==> config.mk <==
export PLATFORM = sky130hd
export DESIGN_NAME = rxf_rx_front
export DESIGN_NICKNAME = d
export VERILOG_FILES = /design/src/rtl/rxf_pkg.sv /design/src/rtl/rxf_rx_front.sv
export VERILOG_INCLUDE_DIRS = /design/src /design/src/rtl
export SDC_FILE = /design/constraint.sdc
export NUM_CORES = 1
export LEC_CHECK = 0
export CORE_AREA = 2 2 82 84
export DETAILED_ROUTE_END_ITERATION = 6
export DIE_AREA = 0 0 84 86
export DONT_BUFFER_PORTS = 1
export PLACE_DENSITY_LB_ADDON = 0.15
export RECOVER_POWER = 100
export SLEW_MARGIN = 20
export SYNTH_ARGS = -nofsm -noshare
export SYNTH_HDL_FRONTEND = slang
export SYNTH_SLANG_ARGS = --single-unit
==> constraint.sdc <==
create_clock -name clk_i -period 1.9 [get_ports clk_i]
set_input_delay 0.285 -clock clk_i [delete_from_list [all_inputs] [get_ports clk_i]]
set_output_delay 0.285 -clock clk_i [all_outputs]
set_load 0.02 [all_outputs]
==> src/rtl/rxf_defs.svh <==
// Offsets, field positions, reset values and timing counts of the
// receiver front-end control block.
// Assumes a 10 MHz system clock.
`ifndef RXF_DEFS_SVH
`define RXF_DEFS_SVH

`define RXF_CLK_MHZ 10
// Register byte offsets
`define RXF_CTRL_OFS 4'h0
`define RXF_STATUS_OFS 4'h4
`define RXF_IRQ_STAT_OFS 4'h8
`define RXF_IRQ_MASK_OFS 4'hC
// CTRL fields
`define RXF_CTRL_RATE_BIT 0
`define RXF_CTRL_EQ_N_BIT 1
`define RXF_CTRL_RESET 2'h2
// STATUS fields
`define RXF_ST_LOSS_A_BIT 0
`define RXF_ST_LOSS_B_BIT 1
`define RXF_ST_SRC_LSB 2
`define RXF_ST_FLOCK_BIT 4
// Interrupt bits
`define RXF_IRQ_W 4
`define RXF_IRQ_LOSS_A 0
`define RXF_IRQ_LOSS_B 1
`define RXF_IRQ_SRC_CHG 2
`define RXF_IRQ_FLOCK 3
// Serial rates
`define RXF_RATE_LOW_KBAUD 531250
`define RXF_RATE_HIGH_KBAUD 1062500
// Recovered clock edges per byte clock half period
`define RXF_HALF_LOW 4'h5
`define RXF_HALF_HIGH 4'hA
// Loss-of-signal qualification
`define RXF_LOS_BIT_TIMES 80
`define RXF_LOS_CYCLES 4
// Reference frequency lock time
`define RXF_FLOCK_US 500
`define RXF_FLOCK_CYCLES (`RXF_FLOCK_US * `RXF_CLK_MHZ)

`endif

==> src/rtl/rxf_pkg.sv <==
// Types shared by the receiver front-end control block.
// Assumes nothing of its surroundings.
package rxf_pkg;

  typedef enum logic [1:0] {
    RXF_LOCK_REF,
    RXF_LOCK_LINE,
    RXF_LOCK_LOOP
  } rxf_lock_src_t;

endpackage : rxf_pkg

==> src/rtl/rxf_rx_front.sv <==
// Receiver front-end control: rate select, equalizer, loss-of-signal,
// input select, lock-source choice and byte clock generation.
// Assumes all inputs synchronous to clk_i and a classic Wishbone master.
//
// How it works
// Rate select low gives 531.25 Mbaud, high gives 1062.5 Mbaud.
// Equalizer enable low inserts the equalizer in the line path.
// Loss flags rise after 4 cycles (80 bit times) below threshold.
// Loss detectors watch only the raw line input, before the equalizer.
// Loopback input skips the equalizer and feeds the selector.
// Wrap high forwards loopback input, wrap low the line input.
// Lock-reference low locks to the reference clock, whatever else.
// Lock-reference high locks to the wrap-selected input.
// Link-unused high with wrap low falls back to the reference clock.
// With wrap high, loopback lock ignores link-unused.
// Outside logic raises link-unused when it judges the line faulty.
// Both byte clocks derive from the recovered serial clock.
// Outside logic holds lock-reference low 500 us before release.
// Lock source is decoded continuously from current input levels.
//
// Implementation choices: the Wishbone slave port and the register offsets.
`include "rxf_defs.svh"
`timescale 1ns/1ps
`default_nettype none

module rxf_rx_front
  import rxf_pkg::*;
#(
  parameter int FLOCK_CYCLES = `RXF_FLOCK_CYCLES
) (
  input wire logic clk_i,
  input wire logic rst_i,
  // Wishbone slave
  input wire logic cyc_i,
  input wire logic stb_i,
  input wire logic we_i,
  input wire logic [3:0] adr_i,
  input wire logic [3:0] sel_i,
  input wire logic [31:0] dat_i,
  output logic [31:0] dat_o,
  output logic ack_o,
  output logic irq_o,
  // Serial inputs and level comparators
  input wire logic line_serial_in_i,
  input wire logic loopback_serial_source_i,
  input wire logic reference_clock_in_i,
  input wire logic line_below_thresh_a_i,
  input wire logic line_below_thresh_b_i,
  // Local lock control
  input wire logic lock_to_reference_n_i,
  input wire logic loopback_wrap_select_i,
  input wire logic link_unused_i,
  // Outputs
  output logic rate_select_o,
  output logic cable_equalizer_enable_n_o,
  output logic signal_loss_flag_a_o,
  output logic signal_loss_flag_b_o,
  output logic rx_serial_o,
  output logic [1:0] lock_source_o,
  output logic rx_byte_clock_0_o,
  output logic rx_byte_clock_1_o
);

  function automatic logic [2:0] los_step(input logic below,
                                          input logic [2:0] cnt);
    if (!below) begin
      los_step = 3'h0;
    end else if (cnt == 3'(`RXF_LOS_CYCLES)) begin
      los_step = cnt;
    end else begin
      los_step = cnt + 3'h1;
    end
  endfunction : los_step

  logic [1:0] ctrl_reg;
  logic [`RXF_IRQ_W-1:0] irq_stat_reg;
  logic [`RXF_IRQ_W-1:0] irq_stat_next;
  logic [`RXF_IRQ_W-1:0] irq_mask_reg;
  logic ack_reg;
  logic [31:0] dat_reg;
  logic [2:0] los_a_reg;
  logic [2:0] los_b_reg;
  logic loss_a_reg;
  logic loss_b_reg;
  logic eq_stage_reg;
  logic rx_serial_reg;
  rxf_lock_src_t src_reg;
  logic rec_reg;
  logic [3:0] edge_cnt_reg;
  logic rbc_reg;
  logic [31:0] flock_cnt_reg;
  logic flock_reg;

  // Bus decode
  wire bus_req = cyc_i && stb_i && !ack_reg;
  wire wr_en = bus_req && we_i && sel_i[0];
  wire hit_ctrl = adr_i == `RXF_CTRL_OFS;
  wire hit_status = adr_i == `RXF_STATUS_OFS;
  wire hit_istat = adr_i == `RXF_IRQ_STAT_OFS;
  wire hit_imask = adr_i == `RXF_IRQ_MASK_OFS;

  // Lock source decode, purely from present levels
  rxf_lock_src_t lock_src;
  assign lock_src = !lock_to_reference_n_i ? RXF_LOCK_REF :
                    loopback_wrap_select_i ? RXF_LOCK_LOOP :
                    link_unused_i ? RXF_LOCK_REF : RXF_LOCK_LINE;

  // Line path: equalizer stage in or out, loopback bypasses it
  wire line_path = ctrl_reg[`RXF_CTRL_EQ_N_BIT] ? line_serial_in_i :
                   eq_stage_reg;
  wire sel_serial = loopback_wrap_select_i ? loopback_serial_source_i :
                    line_path;

  // Recovered serial clock follows the chosen lock source
  wire rec_src = (lock_src == RXF_LOCK_REF) ? reference_clock_in_i :
                 (lock_src == RXF_LOCK_LOOP) ? loopback_serial_source_i :
                 line_path;
  wire rec_edge = rec_src != rec_reg;
  wire [3:0] half = ctrl_reg[`RXF_CTRL_RATE_BIT] ? `RXF_HALF_HIGH :
                    `RXF_HALF_LOW;
  wire rbc_wrap = rec_edge && (edge_cnt_reg == half - 4'h1);

  wire los_a_full = los_step(line_below_thresh_a_i, los_a_reg) ==
                    3'(`RXF_LOS_CYCLES);
  wire los_b_full = los_step(line_below_thresh_b_i, los_b_reg) ==
                    3'(`RXF_LOS_CYCLES);
  wire flock_hit = !lock_to_reference_n_i &&
                   (flock_cnt_reg == 32'(FLOCK_CYCLES - 1));

  wire [`RXF_IRQ_W-1:0] irq_events = {flock_hit && !flock_reg,
                                      lock_src != src_reg,
                                      los_b_full && !loss_b_reg,
                                      los_a_full && !loss_a_reg};
  wire [`RXF_IRQ_W-1:0] irq_clr = (wr_en && hit_istat) ?
                                  dat_i[`RXF_IRQ_W-1:0] : '0;
  // Hardware set wins over a write-one clear in the same cycle
  assign irq_stat_next = (irq_stat_reg & ~irq_clr) | irq_events;

  wire [31:0] status_word = {27'h0, flock_reg, 2'(src_reg),
                             loss_b_reg, loss_a_reg};
  wire [31:0] rd_data = hit_ctrl ? {30'h0, ctrl_reg} :
                        hit_status ? status_word :
                        hit_istat ? {28'h0, irq_stat_reg} :
                        hit_imask ? {28'h0, irq_mask_reg} : 32'h0;

  always_ff @(posedge clk_i) begin
    if (rst_i) begin
      ack_reg <= 1'b0;
      dat_reg <= 32'h0;
    end else begin
      ack_reg <= bus_req;
      dat_reg <= bus_req ? rd_data : dat_reg;
    end
  end

  always_ff @(posedge clk_i) begin
    if (rst_i) begin
      ctrl_reg <= `RXF_CTRL_RESET;
      irq_mask_reg <= '0;
      irq_stat_reg <= '0;
    end else begin
      if (wr_en && hit_ctrl) ctrl_reg <= dat_i[1:0];
      if (wr_en && hit_imask) irq_mask_reg <= dat_i[`RXF_IRQ_W-1:0];
      irq_stat_reg <= irq_stat_next;
    end
  end

  // Loss-of-signal counters see only the raw line comparators
  always_ff @(posedge clk_i) begin
    if (rst_i) begin
      los_a_reg <= 3'h0;
      los_b_reg <= 3'h0;
      loss_a_reg <= 1'b0;
      loss_b_reg <= 1'b0;
    end else begin
      los_a_reg <= los_step(line_below_thresh_a_i, los_a_reg);
      los_b_reg <= los_step(line_below_thresh_b_i, los_b_reg);
      loss_a_reg <= los_a_full;
      loss_b_reg <= los_b_full;
    end
  end

  always_ff @(posedge clk_i) begin
    if (rst_i) begin
      eq_stage_reg <= 1'b0;
      rx_serial_reg <= 1'b0;
      src_reg <= RXF_LOCK_REF;
    end else begin
      eq_stage_reg <= line_serial_in_i;
      rx_serial_reg <= sel_serial;
      src_reg <= lock_src;
    end
  end

  // Byte clock divider counts edges of the recovered clock
  always_ff @(posedge clk_i) begin
    if (rst_i) begin
      rec_reg <= 1'b0;
      edge_cnt_reg <= 4'h0;
      rbc_reg <= 1'b0;
    end else begin
      rec_reg <= rec_src;
      if (rbc_wrap) begin
        edge_cnt_reg <= 4'h0;
        rbc_reg <= !rbc_reg;
      end else if (rec_edge) begin
        edge_cnt_reg <= (edge_cnt_reg >= half) ? 4'h0 :
                        edge_cnt_reg + 4'h1;
      end
    end
  end

  // Reference hold timer: reports when frequency lock time has elapsed
  always_ff @(posedge clk_i) begin
    if (rst_i) begin
      flock_cnt_reg <= 32'h0;
      flock_reg <= 1'b0;
    end else if (lock_to_reference_n_i) begin
      flock_cnt_reg <= 32'h0;
      flock_reg <= 1'b0;
    end else if (flock_hit) begin
      flock_reg <= 1'b1;
    end else if (!flock_reg) begin
      flock_cnt_reg <= flock_cnt_reg + 32'h1;
    end
  end

  assign ack_o = ack_reg;
  assign dat_o = dat_reg;
  assign irq_o = |(irq_stat_reg & irq_mask_reg);
  assign rate_select_o = ctrl_reg[`RXF_CTRL_RATE_BIT];
  assign cable_equalizer_enable_n_o = ctrl_reg[`RXF_CTRL_EQ_N_BIT];
  assign signal_loss_flag_a_o = loss_a_reg;
  assign signal_loss_flag_b_o = loss_b_reg;
  assign rx_serial_o = rx_serial_reg;
  assign lock_source_o = 2'(src_reg);
  assign rx_byte_clock_0_o = rbc_reg;
  assign rx_byte_clock_1_o = !rbc_reg;

  // Checks
  property p_los_a;
    @(posedge clk_i) disable iff (rst_i)
      line_below_thresh_a_i [*4] |=> signal_loss_flag_a_o;
  endproperty
  a_los_a: assert property (p_los_a)
    else $error("loss flag A missing after four low cycles");

  property p_los_b_early;
    @(posedge clk_i) disable iff (rst_i)
      !line_below_thresh_b_i ##1 line_below_thresh_b_i [*3]
        |=> !signal_loss_flag_b_o;
  endproperty
  a_los_b_early: assert property (p_los_b_early)
    else $error("loss flag B rose too early");

  property p_los_no_loop;
    @(posedge clk_i) disable iff (rst_i)
      !line_below_thresh_a_i |=> !signal_loss_flag_a_o;
  endproperty
  a_los_no_loop: assert property (p_los_no_loop)
    else $error("loss flag A high without low line level");

  property p_ref_lock;
    @(posedge clk_i) disable iff (rst_i)
      !lock_to_reference_n_i |=> lock_source_o == 2'(RXF_LOCK_REF);
  endproperty
  a_ref_lock: assert property (p_ref_lock)
    else $error("lock source not reference while lock-reference low");

  property p_line_lock;
    @(posedge clk_i) disable iff (rst_i)
      lock_to_reference_n_i && !loopback_wrap_select_i && !link_unused_i
        |=> lock_source_o == 2'(RXF_LOCK_LINE);
  endproperty
  a_line_lock: assert property (p_line_lock)
    else $error("lock source not line input");

  property p_unused;
    @(posedge clk_i) disable iff (rst_i)
      lock_to_reference_n_i && !loopback_wrap_select_i && link_unused_i
        |=> lock_source_o == 2'(RXF_LOCK_REF);
  endproperty
  a_unused: assert property (p_unused)
    else $error("link-unused did not return lock to reference");

  property p_loop_lock;
    @(posedge clk_i) disable iff (rst_i)
      lock_to_reference_n_i && loopback_wrap_select_i
        |=> lock_source_o == 2'(RXF_LOCK_LOOP);
  endproperty
  a_loop_lock: assert property (p_loop_lock)
    else $error("loopback lock lost");

  property p_select;
    @(posedge clk_i) disable iff (rst_i)
      1'b1 |=> rx_serial_o == $past(sel_serial);
  endproperty
  a_select: assert property (p_select)
    else $error("selected serial stream wrong");

  property p_loop_path;
    @(posedge clk_i) disable iff (rst_i)
      loopback_wrap_select_i
        |=> rx_serial_o == $past(loopback_serial_source_i);
  endproperty
  a_loop_path: assert property (p_loop_path)
    else $error("loopback input not forwarded directly");

  property p_eq;
    @(posedge clk_i) disable iff (rst_i)
      !loopback_wrap_select_i && !cable_equalizer_enable_n_o
        |=> rx_serial_o == $past(line_serial_in_i, 2);
  endproperty
  a_eq: assert property (p_eq)
    else $error("equalizer stage not in line path");

  property p_rbc;
    @(posedge clk_i) disable iff (rst_i)
      !rec_edge |=> $stable(rx_byte_clock_0_o);
  endproperty
  a_rbc: assert property (p_rbc)
    else $error("byte clock moved without recovered clock edge");

  property p_rate_low;
    @(posedge clk_i) disable iff (rst_i)
      rec_edge && !rate_select_o &&
        edge_cnt_reg == `RXF_HALF_LOW - 4'h1 |=> $changed(rx_byte_clock_0_o);
  endproperty
  a_rate_low: assert property (p_rate_low)
    else $error("byte clock half period wrong at the lower rate");

  property p_rate_high;
    @(posedge clk_i) disable iff (rst_i)
      rec_edge && rate_select_o &&
        edge_cnt_reg == `RXF_HALF_HIGH - 4'h1 |=> $changed(rx_byte_clock_0_o);
  endproperty
  a_rate_high: assert property (p_rate_high)
    else $error("byte clock half period wrong at the higher rate");

  property p_no_latch;
    @(posedge clk_i) disable iff (rst_i)
      lock_to_reference_n_i && !loopback_wrap_select_i &&
        $stable(lock_to_reference_n_i) && $stable(loopback_wrap_select_i) &&
        $changed(link_unused_i) |=> $changed(lock_source_o);
  endproperty
  a_no_latch: assert property (p_no_latch)
    else $error("lock source ignored a change of link-unused");

endmodule : rxf_rx_front

`default_nettype wire

; Word level (Yosys, flattened, before mapping)
; Index checks and enable logic that the tools add are counted.
; W data, S select, Z words.
[op_classes]
n_addsub = 5
magnitude_cmp = 1
eq_ne = 12
mux = 18
bitwise_logic = 6
reduce_logical = 24
[ops]
columns = operator, count
row1 = $add A32 B1 Y32 const B, 1
row2 = $eq A32 B13 Y1 const B, 1
row3 = $mux W4, 5
row4 = $eq A3 B3 Y1 const B, 4
row5 = $logic_and A1 B1 Y1, 12
row6 = $mux W3, 4
row7 = $mux W5, 2
row8 = $and A4 B4 Y4, 2
row9 = $eq A4 B4 Y1 const B, 2
row10 = $add A3 B1 Y3 const B, 2
row11 = $logic_not A1 Y1, 6
row12 = $mux W1, 5
row13 = $add A4 B1 Y4 const B, 1
row14 = $eq A4 B3 Y1 const B, 1
row15 = $eq A4 B4 Y1, 1
row16 = $ge A4 B4 Y1, 1
row17 = $logic_not A4 Y1, 1
row18 = $mux W2, 2
row19 = $not A4 Y4, 1
row20 = $or A4 B4 Y4, 1
row21 = $reduce_or A2 Y1, 2
row22 = $reduce_or A4 Y1, 1
row23 = $sub A4 B1 Y4 const B, 1
row24 = $eq A2 B2 Y1 const B, 1
row25 = 5 further kinds, 6
[word_totals]
reg_bits = 94
inputBits = 53
output_inout_bits = 43
elab_cells = 83

; Depth between registers and ports, before layout
; Gate-level depths: netlist of run 1.
[depth]
word_depth = 9
depth_mapped = 8
depth_no_buf = 7

; Worst setup path before layout of run 1
; No wires, ideal clock.
[synth_timing]
path_type = register to register
from = reg ctrl_reg[0]
to = reg edge_cnt_reg[3]
setup_ns = 0.092
arrival_time_ns = 1.999
required_time_ns = 1.808
path_slack_ns = -0.191
stages_incl_launch_ff = 8
n_path_buf = 0
period_less_slack_ns = 2.091
path_cell_list = dfxtp_1 inv_1 ha_1 nand2b_1 a211o_1 a211oi_1 a22oi_1 o32ai_1
[synth_via]
elab_chain_cells = 5
elab_cells_between_ends = 7
cone_classes = add/sub (1) / order compare (1) / eq/ne (1) / mux (2) / reduce/logical (2)
[synth_rtl]
columns = item, line_no
row1 = "start, declared", rxf_rx_front.sv:75  ; logic [1:0] ctrl_reg;
row2 = "start signal, assigned", rxf_rx_front.sv:158  ; ctrl_reg <= `RXF_CTRL_RESET;
row3 = "start signal, assigned", rxf_rx_front.sv:162  ; if (wr_en && hit_ctrl) ctrl_reg <= dat_i[1:0];
row4 = $mux W4 (no line) (*), n/a
row5 = $sub A4 B1 Y4, rxf_rx_front.sv:121  ; wire rbc_wrap = rec_edge && (edge_cnt_reg == half - 4'h1);
row6 = $eq A4 B4 Y1, rxf_rx_front.sv:121
row7 = $logic_and A1 B1 Y1, rxf_rx_front.sv:121
row8 = $reduce_or A2 Y1 (no line), n/a
row9 = "end signal, assigned", rxf_rx_front.sv:207  ; edge_cnt_reg <= (edge_cnt_reg >= half) ? 4'h0 :
row10 = "end, declared", rxf_rx_front.sv:89  ; logic [3:0] edge_cnt_reg;
; Every way passes the cells marked *; elsewhere a longest branch is shown, timed or not.
; A chain may end at the register's enable or synchronous reset.

; Worst setup path in the final report of run 1
[layout_timing]
from = reg flock_cnt_reg[1]
to = reg flock_cnt_reg[13]
[layout_via]
elab_chain_cells = 4
elab_cells_between_ends = 5
cone_classes = add/sub (1) / eq/ne (1) / bitwise (1) / reduce/logical (2)
[layout_rtl]
columns = item, line_no
row1 = "start, declared", rxf_rx_front.sv:91  ; logic [31:0] flock_cnt_reg;
row2 = "start signal, assigned", rxf_rx_front.sv:224  ; flock_cnt_reg <= flock_cnt_reg + 32'h1;
row3 = "parallel branches: the longest is 4 deep, another holds $add A32 B1 Y32", n/a
; Several ways; the timed one is not identified.

==> results.cfg, run 1 <==
[setup_path]
path_class = register to register
critical_path.startpoint_type = register
rr_startpoint = flock_cnt_reg[1]$_SDFFE_PP0P_
endpoint = flock_cnt_reg[13]$_SDFFE_PP0P_
critical_path.cell_chain = ha_4, and4_1, nand4_1, o21bai_4, buf_6, clkbuf_16, or4_1, a21oi_1
critPathMaxFanout = 12
worst-r2r-setup-slack_ns = 0.03
timing.critical_path.from = flock_cnt_reg[1]$_SDFFE_PP0P_
slowest_stage = or4_1
worst_ep_arrival_time_ns = 2.14
worstReg2RegEnd = flock_cnt_reg[13]$_SDFFE_PP0P_
worstRegToRegCells = 8
slowest_delay_ns = 0.39
required_ns = 2.17
endpoint_kind = register

[detailed_routing]
dr.first_iter.drc_count = 287
vias = 3138
avgRoutedWirePerCell_um = 16.2
drt_drc_violations_left = 0
drt.antenna.violating_nets = 0
wl_um = 8480
highest_layer = met4
viasPerCell = 5.99
met3_wirelength_um = 499
detailedRoute.firstPassIterationCount = 5
met2_wirelength_um = 4340
wirelength_met1_um = 3540

[die]
floorplan.die.width_um = 84
die-area_um2 = 7220
boundaryPins = 96
placementRows = 29
initial_utilization_pct = 56.0
core_region_area_um2 = 6280
die_height_um = 86

[layout]
multi_input_gate_area_um2 = 2130
fin_area_um2 = 4200
layout.area.seq_um2 = 1360
antenna_fix_cells = 0
fillCellCount = 523
largest_reg_flops = 32
post_route_cells_drive_above_1_share_pct = 23.7
finalNetCount = 505
flow.area_growth_from_synthesis_pct = 19.4

[grt]
initial_antenna_violation_count = 0
grt_pass1_vias = 2934
global_route.overflow_total = 0
largest_net_degree_at_the_start_of_global_routing = 31
grt_first_pass_wirelength_um = 13400
track_usage_pct = 23.1

[logic_synthesis]
mean_cell_area_of_the_mapped_netlist_um2 = 8.66
synth_seq_cells = 67
yosysWarnings = 0
syn-instance-count = 406
ys_dominant_reg_cell = dfxtp_1
synth-seq-area-share_pct = 38.2
ys_types = 60
synthArstFlopShare_pct = 0
synth_enable_flop_cells = 0
syn_area_um2 = 3510

[cts]
cts-root-buf = clkbuf_8
htree_levels = 3
cts.sink_count = 67
tritoncts = yes
cts_made_buffers = 9
worst_skew_pair.late_latency_ns = 0.34
clk_pin_slew_worst_paths_ns = 0.08
cts.path.max_buffers = 2

[power]
max-vdd-ir-drop_mv = 0.536
powerDensity_nw_per_um2 = 708
power_total_mw = 2.97
cellLeakagePower_nw = 1.54

[timing]
rsz0062_at_grt = true
final_hold_viol_count = 0
final-max-slew-violation-count = 0
slew_at_the_pin_with_the_worst_max_slew_slack_ns = 0.644
final.min_clock_period_ns = 1.87
relSlewSlack_pct = 57.1
max_clock_freq_mhz = 536
final.setup_skew_ns = 0.00918
min_period_over_period_pct = 98.2
report.final.setup_viol = 0

[placement]
place_hpwl_um = 5510
io_buffer_count = 0
postPlaceCellArea_um2 = 3720
globalplace.congestion = 0.839

[outcome]
run_status = finished, final reports clean

[run]
cap_viol_max_count = 0

[min_path]
hold_class = primary input to register
## area by class of cell
cell class	count	share of cell area, %
sequential	67	32.3
inverter	20	1.79
clock inverter	5	1.85
timing repair buffer	40	7.90
clock buffer	11	3.13
tap	77	2.30
multi-input combinational	304	50.7
## worst min-delay path by stage
stage                           from                         endpoint  slack (ns)  depth (start not counted)
2_1_floorplan  line_below_thresh_a_i  signal_loss_flag_a_o$_SDFF_PP0_        0.39                          1
3_3_place_gp                   rst_i         ctrl_reg[0]$_SDFFE_PP0P_        0.36                          1
3_5_place_dp                   rst_i         ctrl_reg[0]$_SDFFE_PP0P_        0.36                          1
4_1_cts                        rst_i               rec_reg$_SDFF_PP0_       0.003                          1
5_1_grt                        rst_i           rx_serial_o$_SDFF_PP0_        0.01                          1
6_report                       rst_i               rec_reg$_SDFF_PP0_        0.02                          1
## routing by layer
layer / vias to the layer above / track usage (%)
met5: - / 0
met4: 0 / 9.97
met3: 10 / 5.00
met2: 102 / 40.1
met1: 1506 / 27.6
li1: 1520 / -
## synth_stat cells, types with 3 or more instances
cell type | instances | share of area, %
dfxtp_1 | 67 | 38
nand2_1 | 31 | 3.3
a21oi_1 | 27 | 3.8
buf_4 | 27 | 5.8
nor2_1 | 27 | 2.9
inv_1 | 19 | 2.0
nand3_1 | 16 | 2.3
o21ai_0 | 14 | 2.0
o31ai_1 | 13 | 2.8
or4_1 | 12 | 2.6
clkbuf_1 | 11 | 1.2
or3_1 | 11 | 2.0
ha_1 | 10 | 3.6
mux2i_1 | 9 | 2.6
a22oi_1 | 8 | 1.7
nor4_1 | 8 | 1.4
and3_1 | 7 | 1.2
nand4_1 | 7 | 1.2
nor3_1 | 6 | 0.85
xnor2_1 | 5 | 1.2
mux2_2 | 4 | 1.3
nand3b_1 | 4 | 0.85
a211oi_1 | 3 | 0.64
and4_1 | 3 | 0.75
buf_2 | 3 | 0.43
nand2b_1 | 3 | 0.53
o32ai_1 | 3 | 0.75
## metrics by stage
stage | TNS, ns | hold WS [ns] | instances | utilization, % | worst slack [ns]
6_report | 0 | 0.0220 | 524 | 66.8 | 0.0339
5_1_grt | -0.192 | 0.0122 | 524 | 66.8 | -0.0382
4_1_cts | 0 | 0.00267 | 520 | 63.8 | 0.00768
3_5_place_dp | -0.0170 | 0.359 | 500 | 59.3 | -0.00924
3_3_place_gp | 0 | 0.359 | 500 | 59.3 | 0.0329
2_1_floorplan | 0 | 0.394 | 432 | - | 0.0102
## cells by family (layout without fill, tap and decap cells)
| group | count (synthesis) | count (layout) | share of synthesized area (%) |
|---|---|---|---|
| buffers and inverters | 61 | 76 | 9.50 |
| DFF | 67 | 67 | 38.2 |
| xor gates and xnor gates | 6 | 6 | 1.50 |
| adders and majority gates | 10 | 10 | 3.56 |
| other | 1 | 27 | 0.107 |
| muxes | 15 | 15 | 5.13 |
| AOI/OAI and AO/OA | 90 | 90 | 16.9 |
| and+or+nand+nor | 156 | 156 | 25.1 |
## critical path: cells and delay by family (launching register included)
kind | cells | cell delay (ns)
DFF | 1 | 0.34
buffers and inverters | 2 | 0.29
and+or+nand+nor | 3 | 0.76
adders and majority gates | 1 | 0.17
AOI/OAI and AO/OA | 2 | 0.24
## what timing repair did
action                     4_1_cts  5_1_grt
cloned                           0        1
pin swaps                        5       14
setup endpoints to repair        5       30
hold buffers                     2        0
setup buffers                    2        4
hold endpoints to repair        14        0
resized for setup                6       38
## cells in the final DEF, fill, tap and decap left out, types with 7 or more instances in the layout
cell      Yosys  routed
buf_4        27      30
nand3_1      16      15
conb_1        1      27
or4_1        12      10
o31ai_1      13      12
dfxtp_2       0      11
clkbuf_8      0       9
a22oi_1       8       7
nand2_1      31      30
nor2_1       27      27
or3_1        11      10
dfxtp_1      67      56
ha_1         10       7
a21oi_1      27      23
nand4_1       7       7
mux2i_1       9       9
inv_1        19      17
o21ai_0      14      13
## power breakdown
group / switching [mW] / total (mW) / internal, mW
clock: 0.547 / 1.28 / 0.736
combinational: 0.147 / 0.236 / 0.0886
sequential: 0.0245 / 1.45 / 1.43
Note: power is estimated with default switching activity, not from simulation.
==> inputs of run 2 (changes only) <==
CORE_AREA = 2 2 80 82   (was 2 2 82 84)
DIE_AREA = 0 0 82 84   (was 0 0 84 86)
clock period = 2.1 ns   (was 1.9 ns; I/O delays follow)
==> results.cfg, run 2 (same netlist as run 1, synthesis figures left out) <==
[outcome]
run_status = finished, final reports clean

[die]
floorplan.die.width_um = 82
placementRows = 29
core_region_area_um2 = 6100
die-area_um2 = 6890
die_height_um = 84
boundaryPins = 96
initial_utilization_pct = 57.7

[power]
power.combinational.fraction_pct = 5.9
power.switching_fraction_pct = 23.5
pwr-share-clk_pct = 47.0
cellLeakagePower_nw = 1.36
max-vdd-ir-drop_mv = 0.638
share_seq_of_total_power_pct = 47.1
powerDensity_nw_per_um2 = 735
p_int_mw = 2.13
netSwitchingPower_mw = 0.654

[timing]
relSlewSlack_pct = 61.3
final_hold_viol_count = 0
final_worst_slack_ns = 0.0900
report.final.setup_viol = 0
final-max-slew-violation-count = 0
slew_at_the_pin_with_the_worst_max_slew_slack_ns = 0.580
max_clock_freq_mhz = 498
final.setup_skew_ns = 0.00743
timing.setup.tns_ns = 0
final.min_clock_period_ns = 2.01
timing.hold.ws_ns = 0.0133
rsz0062_at_grt = false
min_period_over_period_pct = 95.7

[placement]
io_buffer_count = 0
post-place-cells = 481
globalplace.congestion = 0.845
detailedPlace.worstSlack_ns = 0.0643
place_hpwl_um = 5510

[layout]
finalNetCount = 478
mostFrequentLayoutCell = dfxtp_1
post_route_cells_drive_above_1_share_pct = 11.0
layoutNonFillerInstCount = 496
fin_util_pct = 62.1
largest_reg_flops = 32
flow.area_growth_from_synthesis_pct = 7.76
antenna_fix_cells = 0
final_cell_mix = dfxtp_1 (64), nand2_1 (31), nor2_1 (28)

[setup_path]
critical_path.cell_chain = ha_2, and4_1, nand4_1, o21bai_2, buf_12, or4_2, a21oi_1
critical_path.startpoint_type = register
slowest_delay_ns = 0.53
path_class = register to register
worst_ep_arrival_time_ns = 2.28
critPathMaxFanout = 31
endpoint_kind = register
required_ns = 2.37
rr_startpoint = flock_cnt_reg[0]$_SDFFE_PP0P_
slowest_stage = or4_2
timing.critical_path.from = flock_cnt_reg[0]$_SDFFE_PP0P_

[cts]
cts_made_buffers = 9
tritoncts = yes
holdBufCountCts = 0
cts.path.max_buffers = 2
worst_skew_pair.late_latency_ns = 0.36
clk_pin_slew_worst_paths_ns = 0.07
htree_levels = 3
cts-root-buf = clkbuf_8
postCtsSetupBuffers = 0
cts.sink_count = 67

[grt]
grt_first_pass_wirelength_um = 13000
initial_antenna_violation_count = 0
grt_pass1_vias = 2880
largest_net_degree_at_the_start_of_global_routing = 32
global_route.overflow_total = 0
track_usage_pct = 24.4

[detailed_routing]
drt_drc_violations_left = 0
avgRoutedWirePerCell_um = 15.1
dr.first_iter.drc_count = 175
vias = 2910
detailedRoute.firstPassIterationCount = 4
drt.antenna.violating_nets = 0
wl_um = 7500
viasPerCell = 5.87

[run]
cap_viol_max_count = 0

[min_path]
hold_start = rst_i
hold_class = primary input to register
-- run 2: cell types whose count changed in the layout (fill, tap and decap cells not counted), sizes merged --
cell	before	now
buf	33	8
clkbuf	16	14
dlygate4sd3	2	0
bufinv	2	3
-- run 2: metrics by stage --
stage / area, um2 / total power [mW]
6_report: 3790 / 2.78
3_5_place_dp: 3560 / 1.51
5_1_grt: 3790 / 2.88
2_1_floorplan: 3610 / 1.53
3_3_place_gp: 3560 / 1.50
4_1_cts: 3800 / 2.81
-- run 2: critical path: cells and delay by family (launching register included) --
kind | cells | cell delay (ns)
adder cells (fa/ha/maj) | 1 | 0.19
buffers and inverters | 1 | 0.17
AO/OA/AOI/OAI | 2 | 0.29
AND/OR/NAND/NOR | 3 | 0.92
flip-flops | 1 | 0.34
-- run 2: area by class of cell --
type	instances	area [um2]
Clock buffer	9	124
Clock inverter	6	115
Multi-Input combinational cell	304	1940
Sequential cell	67	1350
Tap cell	77	96.3
Inverter	20	75.1
Fill cell	541	2310
Timing Repair Buffer	13	91.3
-- run 2: power groups by stage --
stage | clock network [mW] | logic [mW] | registers [mW]
after floorplan | 0 | 0.192 | 1.34
after global placement | 0 | 0.161 | 1.34
after detailed placement | 0 | 0.166 | 1.34
after CTS | 1.33 | 0.166 | 1.31
after global routing | 1.38 | 0.187 | 1.32
final | 1.31 | 0.165 | 1.31
-- run 2: what timing repair did --
| item | 4_1_cts | 5_1_grt |
|---|---|---|
| hold endpoints to repair | 0 | 0 |
| setup endpoints to repair | 0 | 5 |
| resized for setup | 0 | 5 |
-- run 2: worst paths after layout --
path | endpoint | slack, ns | cells past startpoint
worst max register to register | flock_cnt_reg[20]$_SDFFE_PP0P_ | 0.09 | 7
worst max-delay path | flock_cnt_reg[20]$_SDFFE_PP0P_ | 0.09 | 7
worst min register to register | irq_stat_reg[2]$_SDFF_PP0_ | 0.48 | 2
worst min-delay path | edge_cnt_reg[0]$_SDFFE_PP0P_ | 0.01 | 1
-- run 2: layer usage --
metal	global-route usage (%)	part of all wire (%)	vias up
met5	0	0	-
met4	11.7	1.9	0
met3	6.60	4.3	12
met2	39.5	49	58
met1	29.3	44	1375
li1	-	-	1465
==> inputs of run 3 (changes only) <==
CTS_BUF_LIST = sky130_fd_sc_hd__clkbuf_4   (was unset)
==> results.cfg, run 3 (same netlist as run 1, synthesis figures left out) <==
[detailed_routing]
drt_drc_violations_left = 0
dr.first_iter.drc_count = 165
avgRoutedWirePerCell_um = 15.3
detailedRoute.firstPassIterationCount = 4
viasPerCell = 5.95
wl_um = 7670
drt.antenna.violating_nets = 0
vias = 2975

[grt]
track_usage_pct = 24.5
largest_net_degree_at_the_start_of_global_routing = 32
grt_first_pass_wirelength_um = 13200
global_route.overflow_total = 0
initial_antenna_violation_count = 0
grt_pass1_vias = 2919

[layout]
layoutNonFillerInstCount = 500
post_route_cells_drive_above_1_share_pct = 11.8
largest_reg_flops = 32
mostFrequentLayoutCell = dfxtp_1
fin_area_um2 = 3770
final_cell_mix = dfxtp_1 (64), nand2_1 (31), nor2_1 (28)
antenna_fix_cells = 0
fin_util_pct = 61.9
finalNetCount = 482
flow.area_growth_from_synthesis_pct = 7.40

[timing]
rsz0062_at_grt = false
report.final.setup_viol = 0
final-max-slew-violation-count = 0
relSlewSlack_pct = 43.3
final.min_clock_period_ns = 1.99
timing.hold.ws_ns = 0.0157
slew_at_the_pin_with_the_worst_max_slew_slack_ns = 0.848
final.setup_skew_ns = 0.0138
final_hold_viol_count = 0
max_clock_freq_mhz = 503
final_worst_slack_ns = 0.112
timing.setup.tns_ns = 0
min_period_over_period_pct = 94.7

[setup_path]
worst_ep_arrival_time_ns = 2.33
critPathMaxFanout = 31
worstReg2RegEnd = flock_cnt_reg[20]$_SDFFE_PP0P_
endpoint_kind = register
worstRegToRegCells = 7
worst-r2r-setup-slack_ns = 0.11
required_ns = 2.44
rr_startpoint = flock_cnt_reg[0]$_SDFFE_PP0P_
critical_path.startpoint_type = register
path_class = register to register
timing.critical_path.from = flock_cnt_reg[0]$_SDFFE_PP0P_

[power]
powerDensity_nw_per_um2 = 684
power_total_mw = 2.58
cellLeakagePower_nw = 1.36
max-vdd-ir-drop_mv = 0.595

[cts]
cts.path.max_buffers = 2
cts_made_buffers = 9
htree_levels = 3
cts.sink_count = 67
tritoncts = yes
worst_skew_pair.late_latency_ns = 0.42
cts-root-buf = clkbuf_4
clk_pin_slew_worst_paths_ns = 0.12

[min_path]
hold_start = line_below_thresh_b_i
hold-path-cell-count = 1
hold_class = primary input to register
whs_endpoint = signal_loss_flag_b_o$_SDFF_PP0_

[die]
floorplan.die.width_um = 82
placementRows = 29
die_height_um = 84
core_region_area_um2 = 6100
initial_utilization_pct = 57.7
boundaryPins = 96
die-area_um2 = 6890

[placement]
io_buffer_count = 0
post-place-cells = 481
globalplace.congestion = 0.845
detailedPlace.worstSlack_ns = 0.0643
postPlaceCellArea_um2 = 3560
place_hpwl_um = 5510

[outcome]
run_status = finished, final reports clean

[run]
cap_viol_max_count = 0
[run 3: worst max-delay path by stage]
| stage | end | slack (ns) |
|---|---|---|
| after detailed placement | flock_cnt_reg[20]$_SDFFE_PP0P_ | 0.06 |
| final | flock_cnt_reg[20]$_SDFFE_PP0P_ | 0.11 |
| after CTS | flock_cnt_reg[20]$_SDFFE_PP0P_ | 0.02 |
| after global placement | flock_cnt_reg[16]$_SDFFE_PP0P_ | 0.14 |
| after floorplan | edge_cnt_reg[3]$_SDFFE_PP0P_ | 0.009 |
| after global routing | edge_cnt_reg[2]$_SDFFE_PP0P_ | 0.006 |
[run 3: power by group]
part           switching [mW]  internal, mW  total, mW
Combinational           0.117        0.0573      0.174
Clock                   0.497         0.600       1.10
Sequential             0.0223          1.29       1.31
[run 3: worst max-delay path: stages (launching register included)]
cell	delay, ns
dfxtp_4	0.37
ha_2	0.19
and4_1	0.20
nand4_1	0.15
o21bai_2	0.12
buf_12	0.17
or4_2	0.53
a21oi_1	0.18
[run 3: layout make-up]
class,count,area (um2)
Fill cell,551,2320
Timing Repair Buffer,17,128
Sequential cell,67,1350
Multi-Input combinational cell,304,1950
Inverter,20,75.1
Tap cell,77,96.3
Clock inverter,6,115
Clock buffer,9,67.6
[run 3: repair_timing]
action,4_1_cts,5_1_grt
endpoints found under the setup margin,0,7
buffers inserted,0,2
hold buffers,2,0
gates resized for setup,0,7
endpoints found under the hold margin,23,0
[run 3: layer usage]
layer	up-vias	global-route usage [%]	part of all wire [%]
met4	0	11.7	2.1
met1	1432	29.4	44
met5	-	0	0
met3	14	6.06	4.0
li1	1472	-	-
met2	57	40.4	50
